[src/core/ddsk_pkg.sv]
package ddsk_pkg;
    // ----------------------------------------
    // Register byte addresses
    // ----------------------------------------
    localparam logic [7:0] ADDR_CONTROL = 8'h00;
    localparam logic [7:0] ADDR_SCALE = 8'h04;
    localparam logic [7:0] ADDR_RAMP = 8'h08;
    localparam logic [7:0] ADDR_TUNING = 8'h0C;
    localparam logic [7:0] ADDR_PHASE = 8'h10;
    localparam logic [7:0] ADDR_UPDATE = 8'h14;
    localparam logic [7:0] ADDR_STATUS = 8'h18;
    // ----------------------------------------
    // Control word one bit positions
    // ----------------------------------------
    localparam int BIT_LOAD_TIMER = 26;
    localparam int BIT_KEY_ENABLE = 25;
    localparam int BIT_KEY_AUTO = 24;
    localparam int BIT_AMP_DITHER = 20;
    localparam int BIT_PH_DITHER_HI = 19;
    localparam int BIT_PH_DITHER_LO = 16;
    localparam int BIT_AUTO_CLEAR = 13;
    localparam int BIT_CONT_CLEAR = 10;
    localparam logic [31:0] CONTROL_WRITE_MASK = 32'h071F_2400;
    localparam logic [31:0] CONTROL_RESET = 32'h0000_0000;
    // ----------------------------------------
    // Field layout and widths
    // ----------------------------------------
    localparam int SCALE_W = 14;
    localparam int STEP_SEL_HI = 15;
    localparam int STEP_SEL_LO = 14;
    localparam int PHASE_OFF_W = 10;
    localparam int PHASE_OFF_FRAC = 14;
    localparam int PHASE_DITHER_LO = 13;
    localparam int PHASE_OUT_W = 19;
    localparam int PHASE_OUT_LO = 13;
    localparam int AMP_DITHER_W = 2;
    localparam logic [SCALE_W-1:0] SCALE_FULL = 14'h3FFF;
    localparam logic [7:0] RATE_RELOAD_AT = 8'h01;
    localparam logic [1:0] QUARTER_DIV = 2'h3;
    localparam logic [15:0] LFSR_SEED = 16'hACE1;
    localparam logic [15:0] LFSR_TAPS = 16'hB400;
    // ----------------------------------------
    // Bus responses and types
    // ----------------------------------------
    localparam logic [1:0] RESP_OKAY = 2'h0;
    localparam logic [1:0] RESP_SLVERR = 2'h2;
    typedef enum logic [1:0] {
        ddsk_key_off_type_e = 2'b00,
        ddsk_key_manual = 2'b01,
        ddsk_key_auto = 2'b11
    } ddsk_mode_type;
    typedef struct packed {
        logic [31:0] control;
        logic [15:0] scale;
        logic [7:0] ramp_rate;
        logic [31:0] tuning;
        logic [9:0] phase;
    } ddsk_regs_type;
    typedef struct packed {
        logic [PHASE_OUT_W-1:0] phase_word;
        logic [SCALE_W-1:0] scale_factor;
        logic scale_active;
        logic [AMP_DITHER_W-1:0] amp_dither;
    } ddsk_out_type;
endpackage

[src/core/ddsk_core.sv]
module ddsk_core
    import ddsk_pkg::*;
#(
    parameter int ACC_W = 32
) (
    input wire logic aclk,
    input wire logic aresetn,
    input wire logic ce,
    input wire logic key_pin,
    input wire logic update_pin,
    output logic quarter_rate_clock,
    output ddsk_out_type dds_out,
    input wire logic [7:0] s_axi_awaddr,
    input wire logic s_axi_awvalid,
    output logic s_axi_awready,
    input wire logic [31:0] s_axi_wdata,
    input wire logic [3:0] s_axi_wstrb,
    input wire logic s_axi_wvalid,
    output logic s_axi_wready,
    output logic [1:0] s_axi_bresp,
    output logic s_axi_bvalid,
    input wire logic s_axi_bready,
    input wire logic [7:0] s_axi_araddr,
    input wire logic s_axi_arvalid,
    output logic s_axi_arready,
    output logic [31:0] s_axi_rdata,
    output logic [1:0] s_axi_rresp,
    output logic s_axi_rvalid,
    input wire logic s_axi_rready
);
    // ----------------------------------------
    // Pin synchronisers
    // ----------------------------------------
    logic key_s1, key_s2, key_s3;
    logic upd_s1, upd_s2;
    always_ff @(posedge aclk) begin
        if (!aresetn) begin
            key_s1 <= 1'b0;
            key_s2 <= 1'b0;
            key_s3 <= 1'b0;
            upd_s1 <= 1'b0;
            upd_s2 <= 1'b0;
        end else if (ce) begin
            key_s1 <= key_pin;
            key_s2 <= key_s1;
            key_s3 <= key_s2;
            upd_s1 <= update_pin;
            upd_s2 <= upd_s1;
        end
    end
    // ----------------------------------------
    // Quarter-rate clock and update capture
    // ----------------------------------------
    logic [1:0] div;
    logic upd_prev;
    logic sw_update;
    logic update;
    logic quarter_edge;
    assign quarter_edge = (div == QUARTER_DIV);
    always_ff @(posedge aclk) begin
        if (!aresetn) begin
            div <= '0;
            quarter_rate_clock <= 1'b0;
            upd_prev <= 1'b0;
        end else if (ce) begin
            div <= div + 1'b1;
            quarter_rate_clock <= div[1];
            if (quarter_edge) begin
                upd_prev <= upd_s2;
            end
        end
    end
    assign update = ce && ((quarter_edge && upd_s2 && !upd_prev) || sw_update);
    // ----------------------------------------
    // Register bus: shadow and active sets
    // ----------------------------------------
    ddsk_regs_type shadow;
    ddsk_regs_type active;
    logic aw_held, w_held;
    logic [7:0] aw_addr;
    logic [31:0] w_data;
    logic [3:0] w_strb;
    logic do_write;
    logic [31:0] merged;
    logic [31:0] old_word;
    assign s_axi_awready = !aw_held && !s_axi_bvalid;
    assign s_axi_wready = !w_held && !s_axi_bvalid;
    assign do_write = aw_held && w_held && !s_axi_bvalid;
    always_comb begin
        old_word = '0;
        if (aw_addr == ADDR_CONTROL) begin
            old_word = shadow.control;
        end else if (aw_addr == ADDR_SCALE) begin
            old_word = {16'h0000, shadow.scale};
        end else if (aw_addr == ADDR_RAMP) begin
            old_word = {24'h00_0000, shadow.ramp_rate};
        end else if (aw_addr == ADDR_TUNING) begin
            old_word = shadow.tuning;
        end else if (aw_addr == ADDR_PHASE) begin
            old_word = {22'h00_0000, shadow.phase};
        end
        for (int i = 0; i < 4; i++) begin
            merged[i*8 +: 8] = w_strb[i] ? w_data[i*8 +: 8] : old_word[i*8 +: 8];
        end
    end
    always_ff @(posedge aclk) begin
        if (!aresetn) begin
            aw_held <= 1'b0;
            w_held <= 1'b0;
            aw_addr <= '0;
            w_data <= '0;
            w_strb <= '0;
            s_axi_bvalid <= 1'b0;
            s_axi_bresp <= RESP_OKAY;
        end else if (ce) begin
            if (s_axi_awvalid && s_axi_awready) begin
                aw_held <= 1'b1;
                aw_addr <= s_axi_awaddr;
            end
            if (s_axi_wvalid && s_axi_wready) begin
                w_held <= 1'b1;
                w_data <= s_axi_wdata;
                w_strb <= s_axi_wstrb;
            end
            if (do_write) begin
                aw_held <= 1'b0;
                w_held <= 1'b0;
                s_axi_bvalid <= 1'b1;
                if (aw_addr <= ADDR_UPDATE && aw_addr[1:0] == 2'b00) begin
                    s_axi_bresp <= RESP_OKAY;
                end else begin
                    s_axi_bresp <= RESP_SLVERR;
                end
            end else if (s_axi_bvalid && s_axi_bready) begin
                s_axi_bvalid <= 1'b0;
            end
        end
    end
    always_ff @(posedge aclk) begin
        if (!aresetn) begin
            shadow <= '0;
            shadow.control <= CONTROL_RESET;
            sw_update <= 1'b0;
        end else if (ce) begin
            sw_update <= 1'b0;
            if (do_write) begin
                if (aw_addr == ADDR_CONTROL) begin
                    shadow.control <= merged & CONTROL_WRITE_MASK;
                end else if (aw_addr == ADDR_SCALE) begin
                    shadow.scale <= merged[15:0];
                end else if (aw_addr == ADDR_RAMP) begin
                    shadow.ramp_rate <= merged[7:0];
                end else if (aw_addr == ADDR_TUNING) begin
                    shadow.tuning <= merged;
                end else if (aw_addr == ADDR_PHASE) begin
                    shadow.phase <= merged[PHASE_OFF_W-1:0];
                end else if (aw_addr == ADDR_UPDATE) begin
                    sw_update <= merged[0];
                end
            end
        end
    end
    always_ff @(posedge aclk) begin
        if (!aresetn) begin
            active <= '0;
            active.control <= CONTROL_RESET;
        end else if (update) begin
            active <= shadow;
        end
    end
    // ----------------------------------------
    // Register reads
    // ----------------------------------------
    logic [SCALE_W-1:0] ramp_count;
    always_ff @(posedge aclk) begin
        if (!aresetn) begin
            s_axi_rvalid <= 1'b0;
            s_axi_rdata <= '0;
            s_axi_rresp <= RESP_OKAY;
        end else if (ce) begin
            if (s_axi_arvalid && s_axi_arready) begin
                s_axi_rvalid <= 1'b1;
                s_axi_rresp <= RESP_OKAY;
                if (s_axi_araddr == ADDR_CONTROL) begin
                    s_axi_rdata <= shadow.control;
                end else if (s_axi_araddr == ADDR_SCALE) begin
                    s_axi_rdata <= {16'h0000, shadow.scale};
                end else if (s_axi_araddr == ADDR_RAMP) begin
                    s_axi_rdata <= {24'h00_0000, shadow.ramp_rate};
                end else if (s_axi_araddr == ADDR_TUNING) begin
                    s_axi_rdata <= shadow.tuning;
                end else if (s_axi_araddr == ADDR_PHASE) begin
                    s_axi_rdata <= {22'h00_0000, shadow.phase};
                end else if (s_axi_araddr == ADDR_UPDATE) begin
                    s_axi_rdata <= '0;
                end else if (s_axi_araddr == ADDR_STATUS) begin
                    s_axi_rdata <= {16'h0000, key_s2, 1'b0, ramp_count};
                end else begin
                    s_axi_rdata <= '0;
                    s_axi_rresp <= RESP_SLVERR;
                end
            end else if (s_axi_rvalid && s_axi_rready) begin
                s_axi_rvalid <= 1'b0;
            end
        end
    end
    assign s_axi_arready = !s_axi_rvalid;
    // ----------------------------------------
    // Phase accumulator
    // ----------------------------------------
    logic [ACC_W-1:0] acc;
    logic cont_clear;
    assign cont_clear = active.control[BIT_CONT_CLEAR];
    always_ff @(posedge aclk) begin
        if (!aresetn) begin
            acc <= '0;
        end else if (cont_clear) begin
            acc <= '0;
        end else if (ce) begin
            if (update && shadow.control[BIT_AUTO_CLEAR]) begin
                acc <= '0;
            end else begin
                acc <= acc + active.tuning;
            end
        end
    end
    // ----------------------------------------
    // Dither source
    // ----------------------------------------
    logic [15:0] lfsr;
    always_ff @(posedge aclk) begin
        if (!aresetn) begin
            lfsr <= LFSR_SEED;
        end else if (ce) begin
            lfsr <= {1'b0, lfsr[15:1]} ^ (lfsr[0] ? LFSR_TAPS : 16'h0000);
        end
    end
    // ----------------------------------------
    // Phase word with offset and dither
    // ----------------------------------------
    logic [PHASE_OUT_W-1:0] phase_sum;
    logic [3:0] dither_en;
    logic [PHASE_OUT_W-1:0] dither_mask;
    assign dither_en = active.control[BIT_PH_DITHER_HI:BIT_PH_DITHER_LO];
    assign phase_sum = acc[ACC_W-1 -: PHASE_OUT_W]
        + PHASE_OUT_W'({active.phase, {(PHASE_OUT_W-PHASE_OFF_FRAC){1'b0}}});
    assign dither_mask = {{(PHASE_OUT_W-4){1'b0}}, dither_en};
    // ----------------------------------------
    // Keying mode and scale factor
    // ----------------------------------------
    ddsk_mode_type mode;
    ddsk_mode_type mode_prev;
    logic key_change;
    logic timer_reload;
    logic key_run;
    always_comb begin
        if (!active.control[BIT_KEY_ENABLE]) begin
            mode = ddsk_key_off_type_e;
        end else if (active.control[BIT_KEY_AUTO]) begin
            mode = ddsk_key_auto;
        end else begin
            mode = ddsk_key_manual;
        end
    end
    assign key_run = (mode == ddsk_key_auto);
    assign key_change = key_s2 ^ key_s3;
    assign timer_reload = key_change
        || (update && shadow.control[BIT_LOAD_TIMER])
        || (key_run && mode_prev != ddsk_key_auto);
    always_ff @(posedge aclk) begin
        if (!aresetn) begin
            mode_prev <= ddsk_key_off_type_e;
        end else if (ce) begin
            mode_prev <= mode;
        end
    end
    ddsk_ramp #(
        .RATE_W(8)
    ) u_ramp (
        .aclk(aclk),
        .aresetn(aresetn),
        .ce(ce),
        .run(key_run),
        .reload(timer_reload),
        .key_up(key_s2),
        .rate(active.ramp_rate),
        .step_sel(active.scale[STEP_SEL_HI:STEP_SEL_LO]),
        .ceiling(active.scale[SCALE_W-1:0]),
        .count(ramp_count)
    );
    // ----------------------------------------
    // Output register
    // ----------------------------------------
    always_ff @(posedge aclk) begin
        if (!aresetn) begin
            dds_out <= '0;
        end else if (ce) begin
            dds_out.phase_word <= phase_sum ^ (dither_mask & PHASE_OUT_W'(lfsr[3:0]));
            dds_out.scale_active <= (mode != ddsk_key_off_type_e);
            if (mode == ddsk_key_auto) begin
                dds_out.scale_factor <= ramp_count;
            end else if (mode == ddsk_key_manual) begin
                dds_out.scale_factor <= active.scale[SCALE_W-1:0];
            end else begin
                dds_out.scale_factor <= SCALE_FULL;
            end
            if (active.control[BIT_AMP_DITHER]) begin
                dds_out.amp_dither <= lfsr[15:14];
            end else begin
                dds_out.amp_dither <= '0;
            end
        end
    end
endmodule

[src/core/ddsk_ramp.sv]
module ddsk_ramp
    import ddsk_pkg::*;
#(
    parameter int RATE_W = 8
) (
    input wire logic aclk,
    input wire logic aresetn,
    input wire logic ce,
    input wire logic run,
    input wire logic reload,
    input wire logic key_up,
    input wire logic [RATE_W-1:0] rate,
    input wire logic [1:0] step_sel,
    input wire logic [SCALE_W-1:0] ceiling,
    output logic [SCALE_W-1:0] count
);
    // ----------------------------------------
    // Rate down-counter
    // ----------------------------------------
    logic [RATE_W-1:0] timer;
    logic tick;
    logic [SCALE_W:0] step;
    logic [SCALE_W:0] next_up;
    assign tick = run && !reload && (timer <= RATE_W'(RATE_RELOAD_AT));
    always_ff @(posedge aclk) begin
        if (!aresetn) begin
            timer <= '0;
        end else if (ce) begin
            if (reload || tick) begin
                timer <= rate;
            end else if (run) begin
                timer <= timer - 1'b1;
            end
        end
    end
    // ----------------------------------------
    // Scale counter
    // ----------------------------------------
    assign step = (SCALE_W+1)'(1) << step_sel;
    assign next_up = {1'b0, count} + step;
    always_ff @(posedge aclk) begin
        if (!aresetn) begin
            count <= '0;
        end else if (ce && tick) begin
            if (key_up) begin
                if (next_up > {1'b0, ceiling}) begin
                    count <= (count > ceiling) ? count : ceiling;
                end else begin
                    count <= next_up[SCALE_W-1:0];
                end
            end else if ({1'b0, count} <= step) begin
                count <= '0;
            end else begin
                count <= count - step[SCALE_W-1:0];
            end
        end
    end
endmodule

[config.mk]
export PLATFORM = sky130hd
export DESIGN_NAME = ddsk_core
export DESIGN_NICKNAME = d
export VERILOG_FILES = /design/src/core/ddsk_pkg.sv /design/src/core/ddsk_core.sv /design/src/core/ddsk_ramp.sv
export SDC_FILE = /design/constraint.sdc
export NUM_CORES = 1
export LEC_CHECK = 0
export ABC_AREA = 1
export BUFFER_PORTS_ARGS = -buffer_cell sky130_fd_sc_hd__buf_4
export CAP_MARGIN = 5
export CORE_UTILIZATION = 40
export DETAILED_ROUTE_END_ITERATION = 10
export GPL_ROUTABILITY_DRIVEN = 0
export SLEW_MARGIN = 20
export SYNTH_ARGS = -nofsm -noshare
export SYNTH_HDL_FRONTEND = slang
export SYNTH_SLANG_ARGS = --single-unit
[constraint.sdc]
create_clock -name aclk -period 8.9 [get_ports aclk]
set_input_delay 0.445 -clock aclk [delete_from_list [all_inputs] [get_ports aclk]]
set_output_delay 0.445 -clock aclk [all_outputs]
set_load 0.01 [all_outputs]
=== Word-level counts from Yosys, hierarchy flattened ===
Index checks and enable logic that the tools add are counted.

* Bits of input ports: 62
* Latch bits: 0
* Output and inout port bits: 78
* Bits in read-only memories: 0
* Memory bits (writable): 0
* Memories: 0
* Flip-flop bits (word level): 353

* Add/subtract/negate cells: 6
* Bitwise logic cells: 9
* Eq/ne operators: 18
* Multiplexer cells: 52
* Multiply operators: 0
* Reductions and logical operators: 57
* $lt $le $gt $ge: 5
* Shift-type cells: 1
* Div/mod/pow operators: 0

{| class="wikitable"
|+ Operator list
! kind !! number
|-
| two-way mux 32 bit || 9
|-
| two-way mux 14 bit || 6
|-
| two-way mux 16 bit || 4
|-
| two-way mux 8 bit || 6
|-
| == test 8 x 5 -> 1 bit, second input constant || 5
|-
| adder 32 bit || 1
|-
| == test 8 x 4 -> 1 bit, second input constant || 4
|-
| two-way mux 2 bit || 11
|-
| AND reduction 2 bit || 11
|-
| AND reduction 7 bit || 3
|-
| adder 19 x 15 -> 19 bit || 1
|-
| logical AND 1 bit || 19
|-
| XOR 19 x 4 -> 19 bit || 1
|-
| == test 8 x 3 -> 1 bit, second input constant || 2
|-
| logical NOT 8 bit || 2
|-
| XOR 15 x 16 -> 16 bit || 1
|-
| adder 14 x 15 -> 15 bit || 1
|-
| > comparator 15 x 14 -> 1 bit || 1
|-
| <= comparator 14 x 15 -> 1 bit || 1
|-
| two-way mux 1 bit || 15
|-
| << shifter 1 x 2 -> 15 bit, first input constant || 1
|-
| > comparator 14 bit || 1
|-
| subtractor 14 bit || 1
|-
| nonzero test 2 bit || 6
|-
| other kinds (21) || 35
|}

=== Longest topological paths before layout ===
* Depth in word-level cells: 14
* Mapped depth: 25
* Depth with buffers taken out: 24

=== By module ===
A second synthesis with hierarchy kept.

* Cell total of the unflattened synthesis: 2954
* Area, all modules: 19451.2 µm²

{| class="wikitable"
|+ Modules (own cells, without submodules)
! module !! instances !! cells each !! area an instance (µm²)
|-
| ddsk_core || 1 || 2415 || 16243.1
|-
| ddsk_ramp || 1 || 539 || 3208.1
|}

=== Worst setup path before layout ===
OpenSTA, ideal clock, no wires.

* Path kind: register -> register
* Start: reg active[65] (netlist bit)
* End: reg u_ramp.count[11]
* Data arrival time: 3.020 ns
* Data required time: 8.789 ns
* Slack: 5.768 ns
* Cell stages (with the launch flop): 23
* Setup time: 0.111 ns
* Path through: dfxtp_1 nor2_1 ha_1 inv_1 fa_1 inv_1 nand2_1 nand2_1 nand3_2 nor2_1 nand3_1 nand2_1 nand2_1 ha_1 a21oi_1 nor2_1 nor3_1 nand2_2 buf_4 a21oi_1 nor2_1 nor2_1 nor2_1

* Cells in the longest elaborated chain, start to end: 5
* Elaborated cells on any way between the ends: 10
* Classes of those cells: 2 x add/sub; 2 x order compare; 1 x eq/ne; 1 x shift; 3 x mux; 1 x reduce/logical

{| class="wikitable"
|+ Ends and longest elaborated chain
! element !! RTL line !! text
|-
| start, declared || ddsk_core.sv:78 || <nowiki>ddsk_regs_type active;</nowiki>
|-
| start signal, assigned || ddsk_core.sv:168 || <nowiki>active <= shadow;</nowiki>
|-
| << shifter 1 x 2 -> 15 bit (*) || ddsk_ramp.sv:39 || <nowiki>assign step = (SCALE_W+1)'(1) << step_sel;</nowiki>
|-
| adder 14 x 15 -> 15 bit || ddsk_ramp.sv:40 || <nowiki>assign next_up = {1'b0, count} + step;</nowiki>
|-
| > comparator 15 x 14 -> 1 bit || ddsk_ramp.sv:46 || <nowiki>if (next_up > {1'b0, ceiling}) begin</nowiki>
|-
| != test 3 bit (no source line) or two-way mux 14 bit (tied branches) || - ||
|-
| AND reduction 2 bit (no source line) or two-way mux 14 bit (tied branches) || - ||
|-
| end signal, assigned || ddsk_ramp.sv:47 || <nowiki>count <= (count > ceiling) ? count : ceiling;</nowiki>
|-
| end signal, assigned || ddsk_ramp.sv:49 || <nowiki>count <= next_up[SCALE_W-1:0];</nowiki>
|-
| end signal, assigned || ddsk_ramp.sv:54 || <nowiki>count <= count - step[SCALE_W-1:0];</nowiki>
|-
| end, declared || ddsk_ramp.sv:15 || <nowiki>output logic [SCALE_W-1:0] count</nowiki>
|}

Mark *: on every way between the ends. The rest lies on a longest branch, timed or not.
A chain may end at the register's enable or synchronous reset.

=== Worst setup path in the final report ===
* Start: reg active[65] (netlist bit)
* End: reg u_ramp.count[2]

Same word-level chain as after synthesis.

==> summary.txt <==
Outcome
  – Outcome: finished clean

Route
  – DR vias/cell: 5.34
  – Length of the first detailed-routing pass in iterations: 7
  – Routed Antenna Nets: 0
  – Detailed-route DRC error count: 0
  – Routed vias: 18400
  – Drt wl/cell: 17.4 um
  – Post-Route WL: 60.0 mm
  – Drt initial violations: 1790

Clocking
  – Worst-path clk slew: 0.06 ns
  – Worst skew pair latency: between 0.5 and 0.6 ns
  – Post-CTS sizing: 0
  – CTS Buf Count: 41
  – Clk buf depth: 3
  – CTS tree: yes
  – Clock sinks: 350
  – Setup bufs post-CTS: 0
  – # H-tree levels: 2
  – Hold buffers post-CTS: 0
  – CTS Root Cell: clkbuf_16

Placed design
  – Dpl ws: just under 5 ns
  – I/O Buffers: 137
  – Post-Place Cells: 3364
  – Final HPWL DP: 43.6 mm

Timing
  – Setup TNS: 0 ns
  – RSZ-0062 raised after global routing: false
  – Maximum clock rate: about 0.25 GHz
  – Fin crit share: 45.8%
  – Slew @ Worst Pin: between 1 and 1.5 ns
  – Final Max Slew Viols: 0
  – Setup ws final: 4.82 ns
  – Setup-failing EPs final: 0
  – Clock Skews: 0.0167 ns
  – Crit path time final: 4.08 ns
  – Worst hold slack: 0.120 ns
  – Slew HR: 28.0%
  – Final Hold Fails: 0

Pwr
  – Net switching power: 905 uW
  – P per Cell Area: 172 mW/mm^2
  – Flop pwr share: between 40% and 50%
  – Switching Fraction: about a quarter
  – Peak VDD IR: about 0.12 mV
  – Pint: 2790 uW
  – Logic pwr share: 7.7%
  – Clock network fraction of total power: between 40% and 50%
  – Leakage power: 0.00981 uW

Floorplan
  – Die Ht: 218 um
  – Die ar.: 0.0475 mm^2
  – Ports: between 100 and 150
  – Initial core utilization: 40.8%
  – Rows: 78
  – Core Footprint: approximately 0.046 mm^2
  – Die X: 218 um

Worst setup path
  – Critical path endpoint category: register
  – Required time worst endpoint: about 9.4 ns
  – Crit path to: u_ramp.count[2]$_SDFFE_PN0P_
  – CP arrival: between 4 and 5 ns
  – CP Max Fanout: 26
  – CP Class: register to register
  – Worst Setup SP: active[65]$_SDFFE_PN0P_
  – FF-to-FF End: u_ramp.count[2]$_SDFFE_PN0P_
  – R2R depth: 22
  – Startpoint types: register
  – Worst reg2reg setup slack: 4.82 ns
  – Worst R2R Start: active[65]$_SDFFE_PN0P_

Logic synthesis
  – FFs w/ async S/R, synth: 0%
  – Post-synthesis sequential area ratio: between 30 and 40%
  – Post-synth EDFFs: 0
  – Ys Warns: 0
  – Predominant post-synthesis flop cell: dfxtp_1
  – Netlist cell types: 52
  – Syn Std Cell Area: roughly 0.019 mm^2
  – Yosys reg bits: 350
  – Syn Inst Count: 2740
  – Avg Cell Area, Syn: 6.80 um^2

Layout
  – Final Non-Filler Cells: 3440
  – Synth-to-layout area growth: 14.9%
  – Core Util, Final: a little under half
  – Share of cells above drive strength 1: about a tenth
  – Nets@finish: 2954
  – Commonest cells after routing, fill and taps aside: nand2_1 (471), a21oi_1 (350), dfxtp_1 (350)
  – Commonest non-fill, non-tap cell in the layout: nand2_1

GRT
  – Largest net degree at the start of global routing: 102
  – First-pass GRT wire length: 93.7 mm
  – GRT Util Overall: between 20% and 30%
  – Antenna violations before repair: 0
  – Grt total ovfl: 0
  – Vias in the first global route: 16700

Hold path
  – Min-delay src: key_pin
  – Min-Delay Path Class: input port to register

Flow run
  – Max_cap viols: 0
[synthesized netlist by cell type (all sizes together) (31+ instances only)]
master | number | area, um^2
clkbuf | 88 | 332
dfxtp | 350 | 7010
nor3 | 31 | 166
nand2 | 477 | 1810
a21oi | 351 | 1760
nor2 | 335 | 1320
inv | 321 | 1200
ha | 81 | 1010
o21ai | 303 | 1520
nand3 | 193 | 988
buf | 40 | 211
xor2 | 34 | 298
[area by class of cell]
| class | count | area [um^2] |
|---|---|---|
| Antenna cell | 1 | 2.50 |
| Clock buffer | 60 | 1230 |
| Clock inverter | 15 | 181 |
| Sequential cell | 350 | 7010 |
| Inverter | 324 | 1220 |
| Timing Repair Buffer | 151 | 1130 |
| Multi-Input combinational cell | 1939 | 9900 |
| Tap cell | 600 | 751 |
| Fill cell | 4756 | 24300 |
[how the worst min path moves through the flow]
| stage | slack (ns) | cells after the start | end |
|---|---|---|---|
| after floorplan | 0.42 | 2 | aw_addr[7]$_SDFFE_PN0P_ |
| after global placement | 0.44 | 2 | w_data[26]$_SDFFE_PN0P_ |
| after detailed placement | 0.45 | 2 | aw_addr[7]$_SDFFE_PN0P_ |
| after CTS | 0.10 | 3 | key_s1$_SDFFE_PN0P_ |
| after global routing | 0.13 | 3 | key_s1$_SDFFE_PN0P_ |
| final | 0.12 | 3 | key_s1$_SDFFE_PN0P_ |
[through the flow]
step                power, uW  cell area [um^2]
floorplan                1860             18600
global placement         1950             20000
detailed placement       1960             20000
CTS                      3720             21400
global route             3820             21400
finish                   3690             21400
[power by group through the flow]
| stage | logic (uW) | registers, uW | clock network [uW] |
|---|---|---|---|
| after CTS | 283 | 1640 | 1790 |
| after global routing | 317 | 1650 | 1860 |
| after detailed placement | 281 | 1680 | 0 |
| final | 283 | 1640 | 1760 |
| after global placement | 278 | 1680 | 0 |
| after floorplan | 187 | 1670 | 0 |
[per-layer routing]
metal	part of all wire (%)	wire (um)	vias to the layer above	global-route usage [%]
met4	2.8	1680	0	8.04
met3	7.9	4750	89	4.02
li1	-	-	9169	-
met1	48	28900	8448	37.0
met2	41	24600	674	36.4
met5	0	0	-	0
[worst max-delay path, cell delays in order (launching register included)]
cell	delay, ns
dfxtp_1	0.34
nor2_1	0.22
ha_1	0.27
inv_1	0.08
fa_1	0.40
inv_1	0.07
nand2_1	0.04
nand2_1	0.09
nand3_2	0.12
nor2_1	0.22
xor2_1	0.17
inv_1	0.07
ha_1	0.31
a21oi_1	0.07
o21a_1	0.17
nand2_1	0.06
nand2_1	0.06
nand2_2	0.41
nand3_4	0.31
nand2_4	0.25
nand2_1	0.07
nand2_1	0.07
nor2_1	0.06
[registers in the layout (all words and copies together) (netlist names), 2 cells and up]
register,cells
shadow,76
active,74
dds_out,36
acc,32
s_axi_rdata,32
w_data,32
lfsr,16
u_ramp.count,14
aw_addr,8
u_ramp.timer,8
w_strb,4
div,2
mode_prev,2
[logic make-up after synthesis]
kind of cell	share of synthesized area [%]
compound gates	20.4
xor+xnor	1.83
fa+ha+maj	5.86
buf+inv	9.43
flops	37.6
mux	0.0537
other cells	0.0201
simple gates	24.8
Note: power is estimated with default switching activity, not from simulation.
